$ cat src/hdl/acs_regs.vh
// Register offsets, field positions, reset values and counts of the conversion sequencer
`ifndef ACS_REGS_VH
`define ACS_REGS_VH

// Register offsets on the processor register port
`define ACS_OFF_STATUS 3'h0
`define ACS_OFF_CTL1 3'h1
`define ACS_OFF_MODE 3'h2
`define ACS_OFF_TIMING 3'h3
`define ACS_OFF_DATA0 3'h4
`define ACS_OFF_DATA1 3'h5
`define ACS_OFF_DATA2 3'h6
`define ACS_OFF_DATA3 3'h7
`define ACS_DATA_SEL 2

// converter_status fields
`define ACS_ST_EOC 0
`define ACS_ST_BUSY 1
`define ACS_ST_OVF 2
`define ACS_ST_PTR_LO 4
`define ACS_ST_PTR_HI 5

// converter_control_one fields
`define ACS_C1_EN 0
`define ACS_C1_REF 1
`define ACS_C1_IRQEN 2
`define ACS_C1_W 3

// converter_mode_control fields
`define ACS_C2_CHAN_LO 0
`define ACS_C2_CHAN_HI 2
`define ACS_C2_REPEAT_SELECT 4
`define ACS_C2_SCAN 5
`define ACS_C2_START 7

// converter_timing_control fields
`define ACS_C3_CDIV_LO 0
`define ACS_C3_CDIV_HI 2
`define ACS_C3_DLY_LO 3
`define ACS_C3_DLY_HI 5
`define ACS_C3_W 6

// Reset values
`define ACS_RST_C1 3'h0
`define ACS_RST_C2 8'h00
`define ACS_RST_C3 6'h00
`define ACS_RST_PTR 2'h0

// Counts
`define ACS_PTR_RESTART 2'h3
`define ACS_LAST_CONV 2'h3
`define ACS_CDIV_MAX 3'h5

`endif

$ cat src/hdl/acs_timer.v
// Prescaler tick and sampling pause timer of the conversion sequencer
`timescale 1ns/10ps
`default_nettype none
`include "acs_regs.vh"

module acs_timer (
  input wire mclk,
  input wire rst_n,
  input wire ce,
  input wire en,
  input wire [2:0] cdiv,
  input wire [2:0] delay,
  input wire restart,
  output wire tick,
  output wire pause_done
);

  reg [5:0] div_q;
  reg [2:0] pcnt_q;
  wire [2:0] cd;
  wire [5:0] lim;

  // Reserved divider codes behave as the slowest legal ratio
  assign cd = (cdiv > `ACS_CDIV_MAX) ? `ACS_CDIV_MAX : cdiv;
  assign lim = (6'h01 << cd) - 6'h01;
  assign tick = en & (div_q == lim);
  assign pause_done = (pcnt_q == delay);

  always @(posedge mclk or negedge rst_n) begin
    if (!rst_n) begin
      div_q <= 6'h00;
    end else if (ce) begin
      if (!en || tick) begin
        div_q <= 6'h00;
      end else begin
        div_q <= div_q + 6'h01;
      end
    end
  end

  // Pause length counts converter clock ticks
  always @(posedge mclk or negedge rst_n) begin
    if (!rst_n) begin
      pcnt_q <= 3'h0;
    end else if (ce) begin
      if (restart || !en) begin
        pcnt_q <= 3'h0;
      end else if (tick && !pause_done) begin
        pcnt_q <= pcnt_q + 3'h1;
      end
    end
  end

endmodule
`default_nettype wire

$ cat src/hdl/acs_sequencer.v
// Conversion sequencer: modes, result registers, status flags and register port
`timescale 1ns/10ps
`default_nettype none
`include "acs_regs.vh"

// What this block does
// - One-shot single channel: data0, clear start, done
// - Continuous single channel: pause, start kept set
// - Continuous results rotate through four data registers
// - Done flag after all four registers filled
// - Status bits 5:4 name last written register
// - Start cleared: finish conversion, done, stop
// - Scan converts four channels, incrementing mux
// - Sampling pause before each next scan channel
// - Scan results go to data 0 to 3
// - One-shot scan end: clear start, done, interrupt
// - Continuous scan repeats while start stays set
// - Start cleared: finish whole burst, then done
// - Status: done bit0, busy bit1, overrun bit2
// - Software writes to done flag ignored
// - Reading any data register clears done flag
// - Four control/status plus four data registers mapped
// - Scan channel number wraps modulo eight
// - Interrupt drops when any data register read
// - Start rising edge loads last index 11
// - Unread overwrite sets overrun, write-1 clears
module acs_sequencer #(
  parameter RES_W = 10,
  parameter DW = 16
) (
  input wire mclk,
  input wire rst_n,
  input wire ce,
  input wire [2:0] reg_addr,
  input wire reg_wr,
  input wire reg_rd,
  input wire [7:0] reg_wdata,
  output wire [DW-1:0] reg_rdata,
  output wire adc_enable,
  output wire ref_enable,
  output wire conv_clk_en,
  output wire conv_start,
  output wire [2:0] conv_chan,
  input wire conv_done,
  input wire [RES_W-1:0] conv_result,
  output wire irq
);

  localparam [1:0] ST_IDLE = 2'b00;
  localparam [1:0] ST_PAUSE = 2'b01;
  localparam [1:0] ST_CONV = 2'b10;

  reg [`ACS_C1_W-1:0] c1_q;
  reg [7:0] c2_q;
  reg [`ACS_C3_W-1:0] c3_q;
  reg eoc_q;
  reg ovf_q;
  reg [1:0] ptr_q;
  reg [1:0] state_q;
  reg [1:0] state_d;
  reg [2:0] chan_q;
  reg [2:0] chan_d;
  reg [1:0] nconv_q;
  reg [1:0] nconv_d;
  reg eoc_set;
  reg start_clr;
  reg go_pause;
  reg conv_go;
  reg conv_start_q;
  reg [DW-1:0] rdata_q;
  reg [DW-1:0] rdata_d;
  wire [RES_W-1:0] data_w [0:3];
  wire [3:0] full_w;

  wire en;
  wire irq_en;
  wire start;
  wire scan;
  wire repeat_select;
  wire [2:0] chan_sel;
  wire wr_st;
  wire wr_c1;
  wire wr_c2;
  wire wr_c3;
  wire rd_any;
  wire rd_data;
  wire done_evt;
  wire [1:0] wr_idx;
  wire ovf_set;
  wire start_rise;
  wire busy;
  wire pause_done;
  wire [7:0] status_byte;
  wire [7:0] c2_wr_val;

  assign en = c1_q[`ACS_C1_EN];
  assign irq_en = c1_q[`ACS_C1_IRQEN];
  assign start = c2_q[`ACS_C2_START];
  assign scan = c2_q[`ACS_C2_SCAN];
  assign repeat_select = c2_q[`ACS_C2_REPEAT_SELECT];
  assign chan_sel = c2_q[`ACS_C2_CHAN_HI:`ACS_C2_CHAN_LO];

  // Register port decode; all side effects are frozen with the clock enable
  assign wr_st = ce & reg_wr & (reg_addr == `ACS_OFF_STATUS);
  assign wr_c1 = ce & reg_wr & (reg_addr == `ACS_OFF_CTL1);
  assign wr_c2 = ce & reg_wr & (reg_addr == `ACS_OFF_MODE);
  assign wr_c3 = ce & reg_wr & (reg_addr == `ACS_OFF_TIMING);
  assign rd_any = ce & reg_rd;
  assign rd_data = rd_any & reg_addr[`ACS_DATA_SEL];

  assign busy = (state_q != ST_IDLE);
  assign done_evt = ce & en & (state_q == ST_CONV) & conv_done;
  assign wr_idx = ptr_q + 2'h1;
  assign ovf_set = done_evt & full_w[wr_idx];

  // Reserved mode bits store zero; start cannot be set while disabled
  assign c2_wr_val = {reg_wdata[`ACS_C2_START] & en, 1'b0,
                      reg_wdata[`ACS_C2_SCAN], reg_wdata[`ACS_C2_REPEAT_SELECT], 1'b0,
                      reg_wdata[`ACS_C2_CHAN_HI:`ACS_C2_CHAN_LO]};
  assign start_rise = wr_c2 & c2_wr_val[`ACS_C2_START] & ~start;

  assign status_byte = {2'b00, ptr_q, 1'b0, ovf_q, busy, eoc_q};

  assign adc_enable = en;
  assign ref_enable = en & c1_q[`ACS_C1_REF];
  assign conv_start = conv_start_q;
  assign conv_chan = chan_q;
  assign reg_rdata = rdata_q;
  // Level request; it follows the done flag so a data read drops it
  assign irq = eoc_q & irq_en;

  acs_timer u_timer (
    .mclk(mclk),
    .rst_n(rst_n),
    .ce(ce),
    .en(en),
    .cdiv(c3_q[`ACS_C3_CDIV_HI:`ACS_C3_CDIV_LO]),
    .delay(c3_q[`ACS_C3_DLY_HI:`ACS_C3_DLY_LO]),
    .restart(go_pause),
    .tick(conv_clk_en),
    .pause_done(pause_done)
  );

  // Sequencing state machine
  always @* begin
    state_d = state_q;
    chan_d = chan_q;
    nconv_d = nconv_q;
    eoc_set = 1'b0;
    start_clr = 1'b0;
    go_pause = 1'b0;
    conv_go = 1'b0;
    case (state_q)
      ST_IDLE: begin
        if (en && start) begin
          state_d = ST_PAUSE;
          chan_d = chan_sel;
          nconv_d = 2'h0;
          go_pause = 1'b1;
        end
      end
      ST_PAUSE: begin
        if (!start && !scan) begin
          // Nothing is converting during the pause, so stop at once
          state_d = ST_IDLE;
          eoc_set = 1'b1;
        end else if (pause_done) begin
          state_d = ST_CONV;
          conv_go = 1'b1;
        end
      end
      ST_CONV: begin
        if (conv_done) begin
          nconv_d = nconv_q + 2'h1;
          if (!scan) begin
            if (!repeat_select) begin
              eoc_set = 1'b1;
              start_clr = 1'b1;
              state_d = ST_IDLE;
            end else begin
              if (wr_idx == `ACS_PTR_RESTART) begin
                eoc_set = 1'b1;
              end
              if (start) begin
                state_d = ST_PAUSE;
                go_pause = 1'b1;
              end else begin
                eoc_set = 1'b1;
                state_d = ST_IDLE;
              end
            end
          end else if (nconv_q != `ACS_LAST_CONV) begin
            // Three bit add wraps channel seven to zero
            chan_d = chan_q + 3'h1;
            state_d = ST_PAUSE;
            go_pause = 1'b1;
          end else begin
            eoc_set = 1'b1;
            if (!repeat_select) begin
              start_clr = 1'b1;
              state_d = ST_IDLE;
            end else if (start) begin
              chan_d = chan_sel;
              nconv_d = 2'h0;
              state_d = ST_PAUSE;
              go_pause = 1'b1;
            end else begin
              state_d = ST_IDLE;
            end
          end
        end
      end
      default: begin
        state_d = ST_IDLE;
      end
    endcase
  end

  always @(posedge mclk or negedge rst_n) begin
    if (!rst_n) begin
      state_q <= ST_IDLE;
      chan_q <= 3'h0;
      nconv_q <= 2'h0;
      conv_start_q <= 1'b0;
    end else if (ce) begin
      if (!en) begin
        // Disabling terminates any conversion in flight
        state_q <= ST_IDLE;
        conv_start_q <= 1'b0;
      end else begin
        state_q <= state_d;
        chan_q <= chan_d;
        nconv_q <= nconv_d;
        conv_start_q <= conv_go;
      end
    end
  end

  // Control registers
  always @(posedge mclk or negedge rst_n) begin
    if (!rst_n) begin
      c1_q <= `ACS_RST_C1;
      c3_q <= `ACS_RST_C3;
    end else begin
      if (wr_c1) begin
        c1_q <= reg_wdata[`ACS_C1_W-1:0];
      end
      if (wr_c3) begin
        c3_q <= reg_wdata[`ACS_C3_W-1:0];
      end
    end
  end

  // Hardware clear of start wins over a software write in the same cycle
  always @(posedge mclk or negedge rst_n) begin
    if (!rst_n) begin
      c2_q <= `ACS_RST_C2;
    end else if (ce) begin
      if (!en) begin
        c2_q[`ACS_C2_START] <= 1'b0;
      end else if (start_clr) begin
        c2_q[`ACS_C2_START] <= 1'b0;
      end else if (wr_c2) begin
        c2_q[`ACS_C2_START] <= c2_wr_val[`ACS_C2_START];
      end
      if (wr_c2) begin
        c2_q[6:0] <= c2_wr_val[6:0];
      end
    end
  end

  // Status flags; the status write only reaches the overrun bit
  always @(posedge mclk or negedge rst_n) begin
    if (!rst_n) begin
      eoc_q <= 1'b0;
      ovf_q <= 1'b0;
      ptr_q <= `ACS_RST_PTR;
    end else if (ce) begin
      if (!en) begin
        eoc_q <= 1'b0;
        ovf_q <= 1'b0;
      end else begin
        eoc_q <= eoc_set | (eoc_q & ~rd_data);
        ovf_q <= ovf_set | (ovf_q & ~(wr_st & reg_wdata[`ACS_ST_OVF]));
      end
      if (start_rise) begin
        ptr_q <= `ACS_PTR_RESTART;
      end else if (done_evt) begin
        ptr_q <= wr_idx;
      end
    end
  end

  // Result registers with their unread markers, one per entry
  genvar gi;
  generate
    for (gi = 0; gi < 4; gi = gi + 1) begin : g_res
      localparam [31:0] ENTRY = gi;
      localparam [1:0] IDX = ENTRY[1:0];
      wire hit_wr;
      wire hit_rd;
      reg [RES_W-1:0] val_q;
      reg full_q;
      assign hit_wr = done_evt & (wr_idx == IDX);
      assign hit_rd = rd_data & (reg_addr[1:0] == IDX);
      // Each entry owns its flops so no vector has two driving processes
      assign data_w[gi] = val_q;
      assign full_w[gi] = full_q;
      always @(posedge mclk or negedge rst_n) begin
        if (!rst_n) begin
          val_q <= {RES_W{1'b0}};
          full_q <= 1'b0;
        end else if (ce) begin
          if (hit_wr) begin
            val_q <= conv_result;
          end
          if (!en) begin
            full_q <= 1'b0;
          end else begin
            full_q <= hit_wr | (full_q & ~hit_rd);
          end
        end
      end
    end
  endgenerate

  // Read data is registered; the answer stands until the next read
  always @* begin
    rdata_d = {DW{1'b0}};
    case (reg_addr)
      `ACS_OFF_STATUS: rdata_d = {{(DW-8){1'b0}}, status_byte};
      `ACS_OFF_CTL1: rdata_d = {{(DW-`ACS_C1_W){1'b0}}, c1_q};
      `ACS_OFF_MODE: rdata_d = {{(DW-8){1'b0}}, c2_q};
      `ACS_OFF_TIMING: rdata_d = {{(DW-`ACS_C3_W){1'b0}}, c3_q};
      default: rdata_d = {{(DW-RES_W){1'b0}}, data_w[reg_addr[1:0]]};
    endcase
  end

  always @(posedge mclk or negedge rst_n) begin
    if (!rst_n) begin
      rdata_q <= {DW{1'b0}};
    end else if (rd_any) begin
      rdata_q <= rdata_d;
    end
  end

endmodule
`default_nettype wire

$ cat config.mk
export PLATFORM = sky130hd
export DESIGN_NAME = acs_sequencer
export DESIGN_NICKNAME = d
export VERILOG_FILES = /design/src/hdl/acs_timer.v /design/src/hdl/acs_sequencer.v
export VERILOG_INCLUDE_DIRS = /design/src /design/src/hdl
export SDC_FILE = /design/constraint.sdc
export NUM_CORES = 1
export LEC_CHECK = 0
export BUFFER_PORTS_ARGS = -buffer_cell sky130_fd_sc_hd__buf_2
export CELL_PAD_IN_SITES_DETAIL_PLACEMENT = 1
export CELL_PAD_IN_SITES_GLOBAL_PLACEMENT = 1
export CORE_MARGIN = 3
export CORE_UTILIZATION = 47
export CTS_CLUSTER_SIZE = 40
export DETAILED_ROUTE_END_ITERATION = 10
export PLACE_DENSITY = 0.82
export RECOVER_POWER = 50
export SLEW_MARGIN = 5
export SYNTH_ARGS = -nofsm -noshare
export SYNTH_HDL_FRONTEND = slang
export SYNTH_SLANG_ARGS = --single-unit
$ cat constraint.sdc
create_clock -name mclk -period 2.8 [get_ports mclk]
set_clock_uncertainty 0.1 [all_clocks]
set_input_delay 0 -clock mclk [delete_from_list [all_inputs] [get_ports mclk]]
set_output_delay 0 -clock mclk [all_outputs]
set_load 0.01 [all_outputs]
### After elaboration in Yosys (flattened, before gate mapping)

Cells that the tools add are included.

| word-level totals | value |
|---|---|
| register bits | 96 |
| input bits | 27 |
| output and inout port bits | 24 |
| logic and storage cells | 198 |

| operators by class | value |
|---|---|
| $add $sub $neg | 6 |
| magnitude comparators | 3 |
| eq/ne operators | 23 |
| shifts and indexed selects | 1 |
| muxes and demuxes | 69 |
| bitwise logic cells | 46 |
| reductions and logical operators | 28 |

Operators by type and width:

| cell | count |
|---|---|
| $pmux 10 s4 | 1 |
| $mux 1 | 36 |
| $and 1x1->1 | 32 |
| $mux 3 | 9 |
| $mux 2 | 13 |
| $bmux 10 s2 | 1 |
| $mux 10 | 2 |
| $reduce_and 2->1 | 8 |
| $eq 2x2->1 const B | 5 |
| $ne 2x2->1 const B | 4 |
| $reduce_and 8->1 | 1 |
| $reduce_bool 2->1 | 4 |
| $not 1->1 | 7 |
| $add 3x1->3 const B | 2 |
| $add 6x1->6 const B | 1 |
| $eq 2x1->1 const B | 3 |
| $eq 3x2->1 const B | 2 |
| $eq 6x6->1 | 1 |
| $logic_not 2->1 | 3 |
| $mux 6 | 1 |
| $ne 3x2->1 const B | 2 |
| $ne 3x3->1 const B | 2 |
| $or 1x1->1 | 6 |
| $pmux 2 s3 | 1 |
| 21 further kinds | 29 |

### Longest topological paths before layout

Gate-level depths: netlist of the first run.

| logic depth | value |
|---|---|
| depth in word-level cells | 10 |
| mapped depth | 10 |

### Cells and area by module

Synthesis of the first run repeated with hierarchy kept, for this count alone.

| second synthesis, totals | value |
|---|---|
| cell total of the unflattened synthesis | 400 |
| area, all modules | 4,845.9 µm² |

By module, submodules not included:

| module | instances | cells each | area an instance (µm²) | seq. area each (µm²) |
|---|---|---|---|---|
| acs_sequencer | 1 | 333 | 4,222.8 | 2,026.9 |
| acs_timer | 1 | 67 | 623.1 | 225.2 |

### Least setup slack after synthesis of the first run

OpenSTA, ideal clock, no wires.

| timing | value |
|---|---|
| path kind | register to register |
| start point | register c3_q[2] |
| end point | register u_timer.pcnt_q[0] |
| setup time | 0.087 ns |
| data arrival time | 2.081 ns |
| path slack | 0.533 ns |
| stages on the path, launching flop included | 10 |
| clock period less this slack | 2.267 ns |
| cell sequence | dfrtp_1 > clkbuf_1 > or3_1 > ha_1 > xnor2_1 > nor3_1 > o311ai_1 > buf_6 > or2_0 > o211ai_1 |

| on the way | value |
|---|---|
| word-level cells in the longest chain between the ends | 9 |

RTL lines:

| element | line | source |
|---|---|---|
| start, declared | acs_sequencer.v:55 | `` reg [`ACS_C3_W-1:0] c3_q; `` |
| start signal, assigned | acs_sequencer.v:243 | `` c3_q <= `ACS_RST_C3; `` |
| start signal, assigned | acs_sequencer.v:249 | `` c3_q <= reg_wdata[`ACS_C3_W-1:0]; `` |
| $gt 3x3->1 (no line) | - |  |
| $mux 3 (*) | acs_timer.v:24 | `` assign cd = (cdiv > `ACS_CDIV_MAX) ? `ACS_CDIV_MAX : cdiv; `` |
| $shl 1x3->6 (*) | acs_timer.v:25 | `assign lim = (6'h01 << cd) - 6'h01;` |
| $sub 6x1->6 (*) | acs_timer.v:25 |  |
| $eq 6x6->1 (*) | acs_timer.v:26 | `assign tick = en & (div_q == lim);` |
| $and 1x1->1 (*) | acs_timer.v:26 |  |
| $logic_and 1x1->1 (*) | acs_timer.v:48 | `end else if (tick && !pause_done) begin` |
| $reduce_bool 2->1 (no line) (*) | - |  |
| $reduce_and 2->1 (no line) (*) | - |  |
| end signal, assigned | acs_timer.v:49 | `pcnt_q <= pcnt_q + 3'h1;` |
| end, declared | acs_timer.v:19 | `reg [2:0] pcnt_q;` |

Mark *: on every way between the ends. The rest lies on a longest branch, timed or not.
A chain may end at the register's enable or synchronous reset.

### Worst setup path after layout of the first run

| timing | value |
|---|---|
| start point | register c3_q[1] |
| end point | output port conv_clk_en |

| on the way | value |
|---|---|
| word-level cells in the longest chain between the ends | 6 |

RTL lines:

| element | line | source |
|---|---|---|
| $gt 3x3->1 (no line) | - |  |
| $mux 3 (*) | acs_timer.v:24 |  |
| $shl 1x3->6 (*) | acs_timer.v:25 |  |
| $sub 6x1->6 (*) | acs_timer.v:25 |  |
| $eq 6x6->1 (*) | acs_timer.v:26 |  |
| $and 1x1->1 (*) | acs_timer.v:26 |  |
| end, declared | acs_sequencer.v:41 | `output wire conv_clk_en,` |

Marks and branches as above.

==> flow_summary.toml, run 1 <==
[yosys]
synth-seq-cells = 90
netlist_instances = 403
synthArstFlopShare_pct = 100
synth_area_mm2 = 0.00462
ys_seq_area_share_pct = 48.8
ys_types = 51
ys.warnings.count = 0
synth-main-ff-cell = "dfrtp_1"
syn_avg_cell_area_um2 = 11.5
synth_edf_count = 0

[timing]
hold_violations = 0
grt_setup_unrepaired = "no"
period_share_pct = 90.0
max_freq_mhz = 397
finalCriticalPeriod_ns = 2.52
finalSetupTns_ns = 0
max_slew_margin_pct = 6.10
slew_violations = 0
finalSetupViolCount = 0
worst_slew_pin_slew_ns = 1.41
setup_slack_ns = 0.281

[cts]
cts_buffer_depth = 2
clockRootBuffer = "clkbuf_8"
cts.clk_slew.worst_paths_ns = 0.11
cts_sinks = 90
clock_latency_ns = 0.37
cts_buffers = 9
cts_setup_buffers = 0
cts_tree = "yes"
htreeDepth = 3

[die]
start_util_pct = 49.0
core-area_mm2 = 0.00942
die_w_um = 105
rows = 35
die_h_um = 105
dieArea_mm2 = 0.0111
io_pins = 51

[place]
dp_hpwl_um = 8170
postPlaceCellArea_mm2 = 0.00496
portBuffers = 43
dp_slack_ns = 0.320
globalplace.congestion = 0.830

[global_route]
grt_pass1_wl_um = 19900
grt-ovfl-total = 0
grt_max_degree = 56
grt_pass1_vias = 3822
antenna_found_initial = 0
track_usage_pct = 23.0

[finish]
drive_gt1_share_pct = 26.2
antenna_cells = 0
fill_cells = 996
fin_area_mm2 = 0.00533
layout.nets = 509
final_util_pct = 56.7
syn2layout_area_growth_pct = 15.5

[pwr]
power.total_mw = 3.75
power_switching_share_pct = 36.0
power_per_cell_area_mw_per_mm2 = 703
clkPwrFrac_pct = 23.7
pwr-share-seq_pct = 48.3
combPwrFrac_pct = 28.0
power_switching_mw = 1.35
vdd_drop_max_mv = 0.366
p_leak_nw = 2.51
intPower_mw = 2.40

[hold_path]
whs_endpoint = "c2_q[7]$_DFFE_PN0P_"
holdPathStages = 3
hp-class = "in -> reg"
worstHoldStart = "conv_done"

[critical_path]
crit_slowest_cell = "dfrtp_1"
path_class = "reg -> out"
cp.arrival_ns = 2.42
r2r_cells = 7
path_cells = "or3_1, ha_1, xnor2_1, nor3_1, o311ai_2, nor2_1, buf_2"
r2r-start = "c3_q[1]$_DFFE_PN0P_"
max_stage_delay_ns = 0.46
r2r_end = "u_timer.pcnt_q[1]$_DFFE_PN0P_"
worstSetupStartpointType = "flop"
path_max_fanout = 11
r2r_setup_slack_ns = 0.38
cp-end-kind = "output port"
critPathRequiredTime_ns = 2.70

[drt]
avgRoutedWirePerCell_um = 19.6
num_vias = 3412
detail-route-antenna-nets = 0
firstDrtPassIters = 5
viasPerCell = 5.66
drc = 0
routed_wl_um = 11800
drt_iter0_markers = 150

[status]
outcome = "finished clean"

[run]
cap_violations = 0
[per-layer routing]
metal	vias up	routed length (um)	global-route usage, %
met1	1762	5160	29.5
li1	1561	-	-
met4	0	205	6.37
met3	19	384	4.57
met5	-	0	0
met2	70	6100	39.8
[cell families after synthesis]
family	Yosys count	synth area share [%]
mux	75	21.2
simple gates	109	11.2
compound gates	70	9.64
other cells	1	0.0812
xor+xnor	9	1.71
flops	90	48.8
buf+inv	36	3.82
fa+ha+maj	13	3.52
[worst max-delay path by stage]
stage	to	depth (start not counted)	startpoint	slack, ns
after floorplan	u_timer.pcnt_q[0]$_DFFE_PN0P_	9	c3_q[2]$_DFFE_PN0P_	0.53
after global placement	u_timer.pcnt_q[1]$_DFFE_PN0P_	7	c3_q[1]$_DFFE_PN0P_	0.37
final	conv_clk_en	7	c3_q[1]$_DFFE_PN0P_	0.28
after global routing	conv_clk_en	7	c3_q[1]$_DFFE_PN0P_	0.1
after CTS	conv_clk_en	7	c3_q[1]$_DFFE_PN0P_	0.19
after detailed placement	u_timer.pcnt_q[1]$_DFFE_PN0P_	7	c3_q[1]$_DFFE_PN0P_	0.32
[repair_timing]
action	4_1_cts	5_1_grt
endpoints found under the hold margin	113	0
gates resized for setup	0	1
endpoints found under the setup margin	0	1
hold buffers	21	0
[placed cells by master, fill, tap and decap left out, types with 3 or more instances in the layout]
master | synthesis | layout
a211oi_1 | 3 | 3
a21oi_1 | 11 | 11
a22o_1 | 6 | 6
and3_1 | 3 | 3
buf_2 | 8 | 28
buf_4 | 6 | 6
clkbuf_1 | 5 | 16
clkbuf_8 | 0 | 9
conb_1 | 1 | 6
dfrtp_1 | 90 | 90
dlygate4sd3_1 | 0 | 21
ha_1 | 13 | 13
inv_1 | 12 | 12
inv_8 | 0 | 3
mux2_2 | 53 | 53
mux2i_1 | 9 | 9
mux4_2 | 13 | 13
nand2_1 | 53 | 53
nand2b_1 | 6 | 6
nand3_1 | 8 | 8
nor2_1 | 14 | 14
nor3_1 | 4 | 4
nor3b_1 | 4 | 4
o211ai_1 | 6 | 6
o21ai_0 | 28 | 28
xnor2_1 | 4 | 4
xor2_1 | 5 | 5
[synthesized netlist by cell type (3+ instances only)]
master	instances	area, um^2
nand2b_1	6	37.5
clkbuf_1	5	18.8
ha_1	13	163
and3_1	3	18.8
mux4_2	13	293
xnor2_1	4	35.0
a211oi_1	3	22.5
inv_1	12	45.0
nand3_1	8	40.0
buf_4	6	45.0
dfrtp_1	90	2250
nor3_1	4	20.0
nor3b_1	4	30.0
o211ai_1	6	45.0
nand2_1	53	199
mux2_2	53	597
o21ai_0	28	140
a21oi_1	11	55.1
mux2i_1	9	90.1
nor2_1	14	52.6
buf_2	8	40.0
xor2_1	5	43.8
a22o_1	6	52.6
[cell type report]
cell class                      instances  area, um^2  area share, %
Sequential cell                        90        2250           42.2
Multi-Input combinational cell        282        2220           41.5
Timing Repair Buffer                   73         465           8.73
Tap cell                              129         161           3.03
Clock buffer                            9         124           2.32
Clock inverter                          7        66.3           1.24
Inverter                               13        48.8          0.915
[through the flow]
step / cells / hold WS [ns]
global placement: 566 / -0.000639
floorplan: 408 / -0.396
detailed placement: 566 / 0.00276
global route: 603 / 0.00913
finish: 603 / 0.0136
CTS: 603 / 0.00142
[sequential cells by signal (all words and copies together) (netlist names), 2 cells and up]
register,cells
state_q,2
c1_q,3
ptr_q,2
reg_rdata,10
g_res.full_q,4
g_res.val_q,40
c3_q,6
c2_q,6
nconv_q,2
conv_chan,3
u_timer.div_q,6
u_timer.pcnt_q,3
[worst max-delay path: cells and delay by family (launching register included)]
kind | cells | cell delay, ns
DFF | 1 | 0.46
buffers and inverters | 1 | 0.15
and+or+nand+nor | 3 | 0.72
AOI/OAI and AO/OA | 1 | 0.28
adders and majority gates | 1 | 0.31
xor gates and xnor gates | 1 | 0.13
[power by group through the flow]
| stage | clock (mW) | combinational, mW | sequential, mW |
|---|---|---|---|
| after global placement | 0 | 0.970 | 1.81 |
| after floorplan | 0 | 0.724 | 1.77 |
| after CTS | 0.908 | 1.06 | 1.80 |
| after global routing | 0.966 | 1.18 | 1.85 |
| final | 0.886 | 1.05 | 1.81 |
| after detailed placement | 0 | 1.04 | 1.83 |
Power figures use the tool's default switching activity.
==> run 2: changes to the inputs <==
--- a/config.mk
+++ b/config.mk
@@ -14,7 +14,6 @@
 export CTS_CLUSTER_SIZE = 40
 export DETAILED_ROUTE_END_ITERATION = 10
 export PLACE_DENSITY = 0.82
-export RECOVER_POWER = 50
 export SLEW_MARGIN = 5
 export SYNTH_ARGS = -nofsm -noshare
 export SYNTH_HDL_FRONTEND = slang
==> run 2 against run 1 <==
  * Register-to-register slack about the same
  * Combinational power hardly changed
  * Largest cell class unchanged
  * Final area up 0.56%
  * Hold slack worse by 0.0039 ns
  * Critical path type unchanged
  * Highest routed layer unchanged
  * Non-clock buffer count unchanged
  * Sequential power barely moved
  * Die area is the same
==> flow_summary.toml, run 2 (same netlist as run 1, synthesis figures left out) <==
[status]
outcome = "finished clean"

[critical_path]
r2r_end = "u_timer.pcnt_q[1]$_DFFE_PN0P_"
timing.critical_path.from = "c3_q[1]$_DFFE_PN0P_"
crit_slowest_cell = "dfrtp_1"
path_max_fanout = 11
worstPathBufferInverterCount = 1
max_stage_delay_ns = 0.46
worstSetupStartpointType = "flop"
r2r-start = "c3_q[1]$_DFFE_PN0P_"
r2r_cells = 7
cp.arrival_ns = 2.42
path_class = "reg -> out"
path_cells = "or3_1, ha_1, xnor2_1, nor3_1, o311ai_2, nor2_1, buf_2"
path_delay_family = "simple AND/OR/NAND/NOR gates"
critPathRequiredTime_ns = 2.70
cp-end-kind = "output port"
r2r_setup_slack_ns = 0.38

[finish]
max_flop_register = "g_res.val_q"
final_common_cell = "dfrtp_1"
drive_gt1_share_pct = 29.5
final_util_pct = 57.0
final_cell_mix = "dfrtp_1, nand2_1, mux2_2"
layout.cells.non_filler = 603
multi_input_area_mm2 = 0.00222
fin_area_mm2 = 0.00536
largest_register_ffs = 40
register_area_mm2 = 0.00225
syn2layout_area_growth_pct = 16.1
layout.nets = 509
fill_cells = 994
antenna_cells = 0

[pwr]
combPwrFrac_pct = 28.3
power_switching_mw = 1.35
vdd_drop_max_mv = 0.365
intPower_mw = 2.41
power_per_cell_area_mw_per_mm2 = 702
p_leak_nw = 2.58
clkPwrFrac_pct = 23.7
power_switching_share_pct = 35.9
pwr-share-seq_pct = 48.0

[global_route]
antenna_found_initial = 0
grt_max_degree = 56
grt_pass1_wl_um = 19900
grt-ovfl-total = 0
track_usage_pct = 23.0
grt_pass1_vias = 3822

[timing]
setup_slack_ns = 0.281
finalSetupTns_ns = 0
finalSetupViolCount = 0
worst_slew_pin_slew_ns = 0.734
finalCriticalPeriod_ns = 2.52
period_share_pct = 90.0
slew_violations = 0
max_slew_margin_pct = 51.0
hold_violations = 0
grt_setup_unrepaired = "no"
max_freq_mhz = 397

[drt]
drt_iter0_markers = 151
firstDrtPassIters = 4
routed_wl_um = 11800
avgRoutedWirePerCell_um = 19.6
drc = 0
num_vias = 3398
detail-route-antenna-nets = 0
viasPerCell = 5.64

[die]
dieArea_mm2 = 0.0111
start_util_pct = 49.0
die_w_um = 105
die_h_um = 105
rows = 35
io_pins = 51
core-area_mm2 = 0.00942

[cts]
clockRootBuffer = "clkbuf_8"
htreeDepth = 3
cts.clk_slew.worst_paths_ns = 0.11
clock_latency_ns = 0.37
cts_buffers = 9
cts_sinks = 90
cts_tree = "yes"
cts_buffer_depth = 2

[hold_path]
worstHoldStart = "conv_done"
whs_endpoint = "c2_q[7]$_DFFE_PN0P_"
hp-class = "in -> reg"
holdPathStages = 3

[place]
dp_hpwl_um = 8170
dp_slack_ns = 0.320
portBuffers = 43
postPlaceCellArea_mm2 = 0.00496
globalplace.congestion = 0.830
dp_cells = 566

[run]
cap_violations = 0
## run 2: metal layers
metal | vias up | GRT usage (%) | wire, um
met2 | 74 | 39.8 | 6060
li1 | 1563 | - | -
met4 | 0 | 6.37 | 200
met1 | 1743 | 29.5 | 5150
met3 | 18 | 4.57 | 422
met5 | - | 0 | 0
## run 2: worst register-to-register path, cell delays in order (launching register included)
cell	delay (ns)
dfrtp_1	0.46
or3_1	0.38
ha_1	0.31
xnor2_1	0.13
nor3_1	0.17
o311ai_2	0.28
or3b_1	0.44
nand3_1	0.08
## run 2: worst max-delay path by stage
stage / endpoint / slack, ns / depth (start not counted)
floorplan: u_timer.pcnt_q[0]$_DFFE_PN0P_ / 0.53 / 9
global placement: u_timer.pcnt_q[1]$_DFFE_PN0P_ / 0.37 / 7
detailed placement: u_timer.pcnt_q[1]$_DFFE_PN0P_ / 0.32 / 7
CTS: conv_clk_en / 0.19 / 7
global route: conv_clk_en / 0.1 / 7
finish: conv_clk_en / 0.28 / 7
## run 2: final cells by class
cell class	instances	share of cell area, %
timing repair buffer	73	9.24
clock inverter	7	1.24
clock buffer	9	2.31
multi-input combinational	282	41.3
sequential	90	42.0
inverter	13	0.910
tap	129	3.01
## run 2: through the flow
| stage | power [mW] | hold WS [ns] |
|---|---|---|
| 2_1_floorplan | 2.50 | -0.396 |
| 3_3_place_gp | 2.78 | -0.000639 |
| 3_5_place_dp | 2.86 | 0.00276 |
| 4_1_cts | 3.78 | 0.00142 |
| 5_1_grt | 4.02 | 0.00913 |
| 6_report | 3.76 | 0.00977 |
## run 2: power groups by stage
stage	logic (mW)	registers (mW)	clock network (mW)
2_1_floorplan	0.724	1.77	0
3_3_place_gp	0.970	1.81	0
3_5_place_dp	1.04	1.83	0
4_1_cts	1.06	1.80	0.908
5_1_grt	1.20	1.85	0.966
6_report	1.07	1.81	0.891
## run 2: what timing repair did
item	4_1_cts	5_1_grt
hold buffers	21	0
resized for setup	0	1
hold endpoints to repair	113	0
setup endpoints to repair	0	1
buffers inserted	0	0
==> run 3: changes to the inputs <==
--- a/config.mk
+++ b/config.mk
@@ -10,10 +10,11 @@
 export CELL_PAD_IN_SITES_DETAIL_PLACEMENT = 1
 export CELL_PAD_IN_SITES_GLOBAL_PLACEMENT = 1
 export CORE_MARGIN = 3
-export CORE_UTILIZATION = 47
+export CORE_UTILIZATION = 49
+export CTS_BUF_LIST = sky130_fd_sc_hd__clkbuf_4
 export CTS_CLUSTER_SIZE = 40
 export DETAILED_ROUTE_END_ITERATION = 10
-export PLACE_DENSITY = 0.82
+export PLACE_DENSITY = 0.85
 export SLEW_MARGIN = 5
 export SYNTH_ARGS = -nofsm -noshare
 export SYNTH_HDL_FRONTEND = slang
==> run 3 against run 2 <==
  * Final area down 0.98%
  * Largest power group unchanged
  * Register-to-register slack about the same
  * First-iteration DRC count down 9.9%
  * Die area down 3.9%
  * Routed wire length up 4.0%
  * Sequential share of layout area up 0.42 points
  * Power down 2.7%
  * Utilization up 2.5 points
  * Combinational power about the same
  * Largest cell class unchanged
  * Count of clock-buffer cells in the layout unchanged
==> flow_summary.toml, run 3 (same netlist as run 1, synthesis figures left out) <==
[status]
outcome = "finished clean"

[finish]
final_util_pct = 59.5
drive_gt1_share_pct = 28.7
final_cell_mix = "dfrtp_1, nand2_1, mux2_2"
register_area_mm2 = 0.00225
fill_cells = 941
max_flop_register = "g_res.val_q"
final_common_cell = "dfrtp_1"
syn2layout_area_growth_pct = 15.0
multi_input_area_mm2 = 0.00221
antenna_cells = 0
layout.nets = 509
largest_register_ffs = 40

[timing]
max_slew_margin_pct = 46.7
slew_violations = 0
hold_violations = 0
max_freq_mhz = 390
worst_slew_pin_slew_ns = 0.800
finalCriticalPeriod_ns = 2.56
period_share_pct = 91.6
grt_setup_unrepaired = "no"
setup_slack_ns = 0.236
finalSetupTns_ns = 0
finalSetupViolCount = 0
fin_hold_ws_ns = 0.0400

[drt]
num_vias = 3432
drt_iter0_markers = 136
firstDrtPassIters = 4
viasPerCell = 5.90
routed_wl_um = 12300
avgRoutedWirePerCell_um = 21.1
detail-route-antenna-nets = 0
drc = 0

[place]
portBuffers = 43
dp_slack_ns = 0.406
dp_hpwl_um = 8290
globalplace.congestion = 0.820

[cts]
clockRootBuffer = "clkbuf_4"
cts_buffer_depth = 2
cts_tree = "yes"
cts_setup_buffers = 0
cts.clk_slew.worst_paths_ns = 0.18
cts_sinks = 90
clock_latency_ns = 0.45
htreeDepth = 3
cts.hold.buffers_added = 24
cts_buffers = 9
cts_resized = 0

[pwr]
vdd_drop_max_mv = 0.367
p_leak_nw = 2.57
power_per_cell_area_mw_per_mm2 = 689

[critical_path]
cp-end-kind = "output port"
critPathRequiredTime_ns = 2.70
path_max_fanout = 11
path_class = "reg -> out"
r2r_setup_slack_ns = 0.37
worstSetupStartpointType = "flop"
r2r-start = "c3_q[2]$_DFFE_PN0P_"
cp.arrival_ns = 2.46
r2r_end = "u_timer.pcnt_q[1]$_DFFE_PN0P_"
r2r_cells = 8

[global_route]
grt_pass1_wl_um = 19700
antenna_found_initial = 0
grt_pass1_vias = 3744
track_usage_pct = 24.8
grt_max_degree = 59
grt-ovfl-total = 0

[die]
die_h_um = 103
die_w_um = 103
rows = 34
core-area_mm2 = 0.00893
start_util_pct = 51.7
io_pins = 51
dieArea_mm2 = 0.0106

[run]
cap_violations = 0

[hold_path]
hp-class = "in -> async"
==> run 3: changes by cell type in the layout (fill, tap and decap cells not counted), moves of 2 or more <==
cell           delta
dlygate4sd3_1     +3
clkbuf_4          +9
buf_4             -4
clkbuf_8          -9
inv_8             -2
==> run 3: how the worst max path moves through the flow <==
| stage | slack, ns | cells past startpoint | to | from |
|---|---|---|---|---|
| final | 0.24 | 8 | conv_clk_en | c3_q[2]$_DFFE_PN0P_ |
| after global routing | 0.08 | 8 | conv_clk_en | c3_q[2]$_DFFE_PN0P_ |
| after CTS | 0.20 | 8 | conv_clk_en | c3_q[2]$_DFFE_PN0P_ |
| after detailed placement | 0.41 | 8 | u_timer.pcnt_q[1]$_DFFE_PN0P_ | c3_q[2]$_DFFE_PN0P_ |
| after global placement | 0.45 | 8 | u_timer.pcnt_q[1]$_DFFE_PN0P_ | c3_q[2]$_DFFE_PN0P_ |
| after floorplan | 0.53 | 9 | u_timer.pcnt_q[0]$_DFFE_PN0P_ | c3_q[2]$_DFFE_PN0P_ |
==> run 3: stage by stage <==
step / std cells / instance area [um^2] / total power [mW]
floorplan: 408 / 4640 / 2.50
global placement: 542 / 4920 / 2.77
detailed placement: 542 / 4920 / 2.87
CTS: 582 / 5310 / 3.67
global route: 582 / 5310 / 3.90
finish: 582 / 5310 / 3.66
==> run 3: routing by layer <==
| layer | track usage, % | wire length, um | vias up |
|---|---|---|---|
| met4 | 8.17 | 286 | 0 |
| met3 | 4.60 | 479 | 20 |
| met5 | 0 | 0 | - |
| li1 | - | - | 1565 |
| met2 | 44.2 | 6580 | 89 |
| met1 | 30.2 | 4960 | 1758 |
==> run 3: final cells by class <==
| cell class | instances | share of cell area (%) |
|---|---|---|
| clock buffer | 9 | 1.27 |
| clock inverter | 7 | 1.58 |
| inverter | 13 | 0.919 |
| multi-input combinational | 282 | 41.6 |
| sequential | 90 | 42.4 |
| tap | 108 | 2.54 |
| timing repair buffer | 73 | 9.71 |
==> run 3: power breakdown <==
group          total, mW  switching, mW  internal (mW)
sequential          1.82          0.264           1.56
clock              0.779          0.489          0.290
combinational       1.06          0.548          0.511
==> run 3: worst max-delay path: stages, from the launching register on <==
cell and delay (ns):
dfrtp_1 0.51, or3_1 0.42, ha_1 0.32, xnor2_1 0.13, nor3_1 0.13, o311ai_1 0.12, buf_4 0.18, nor2_1 0.08
buf_2 0.14
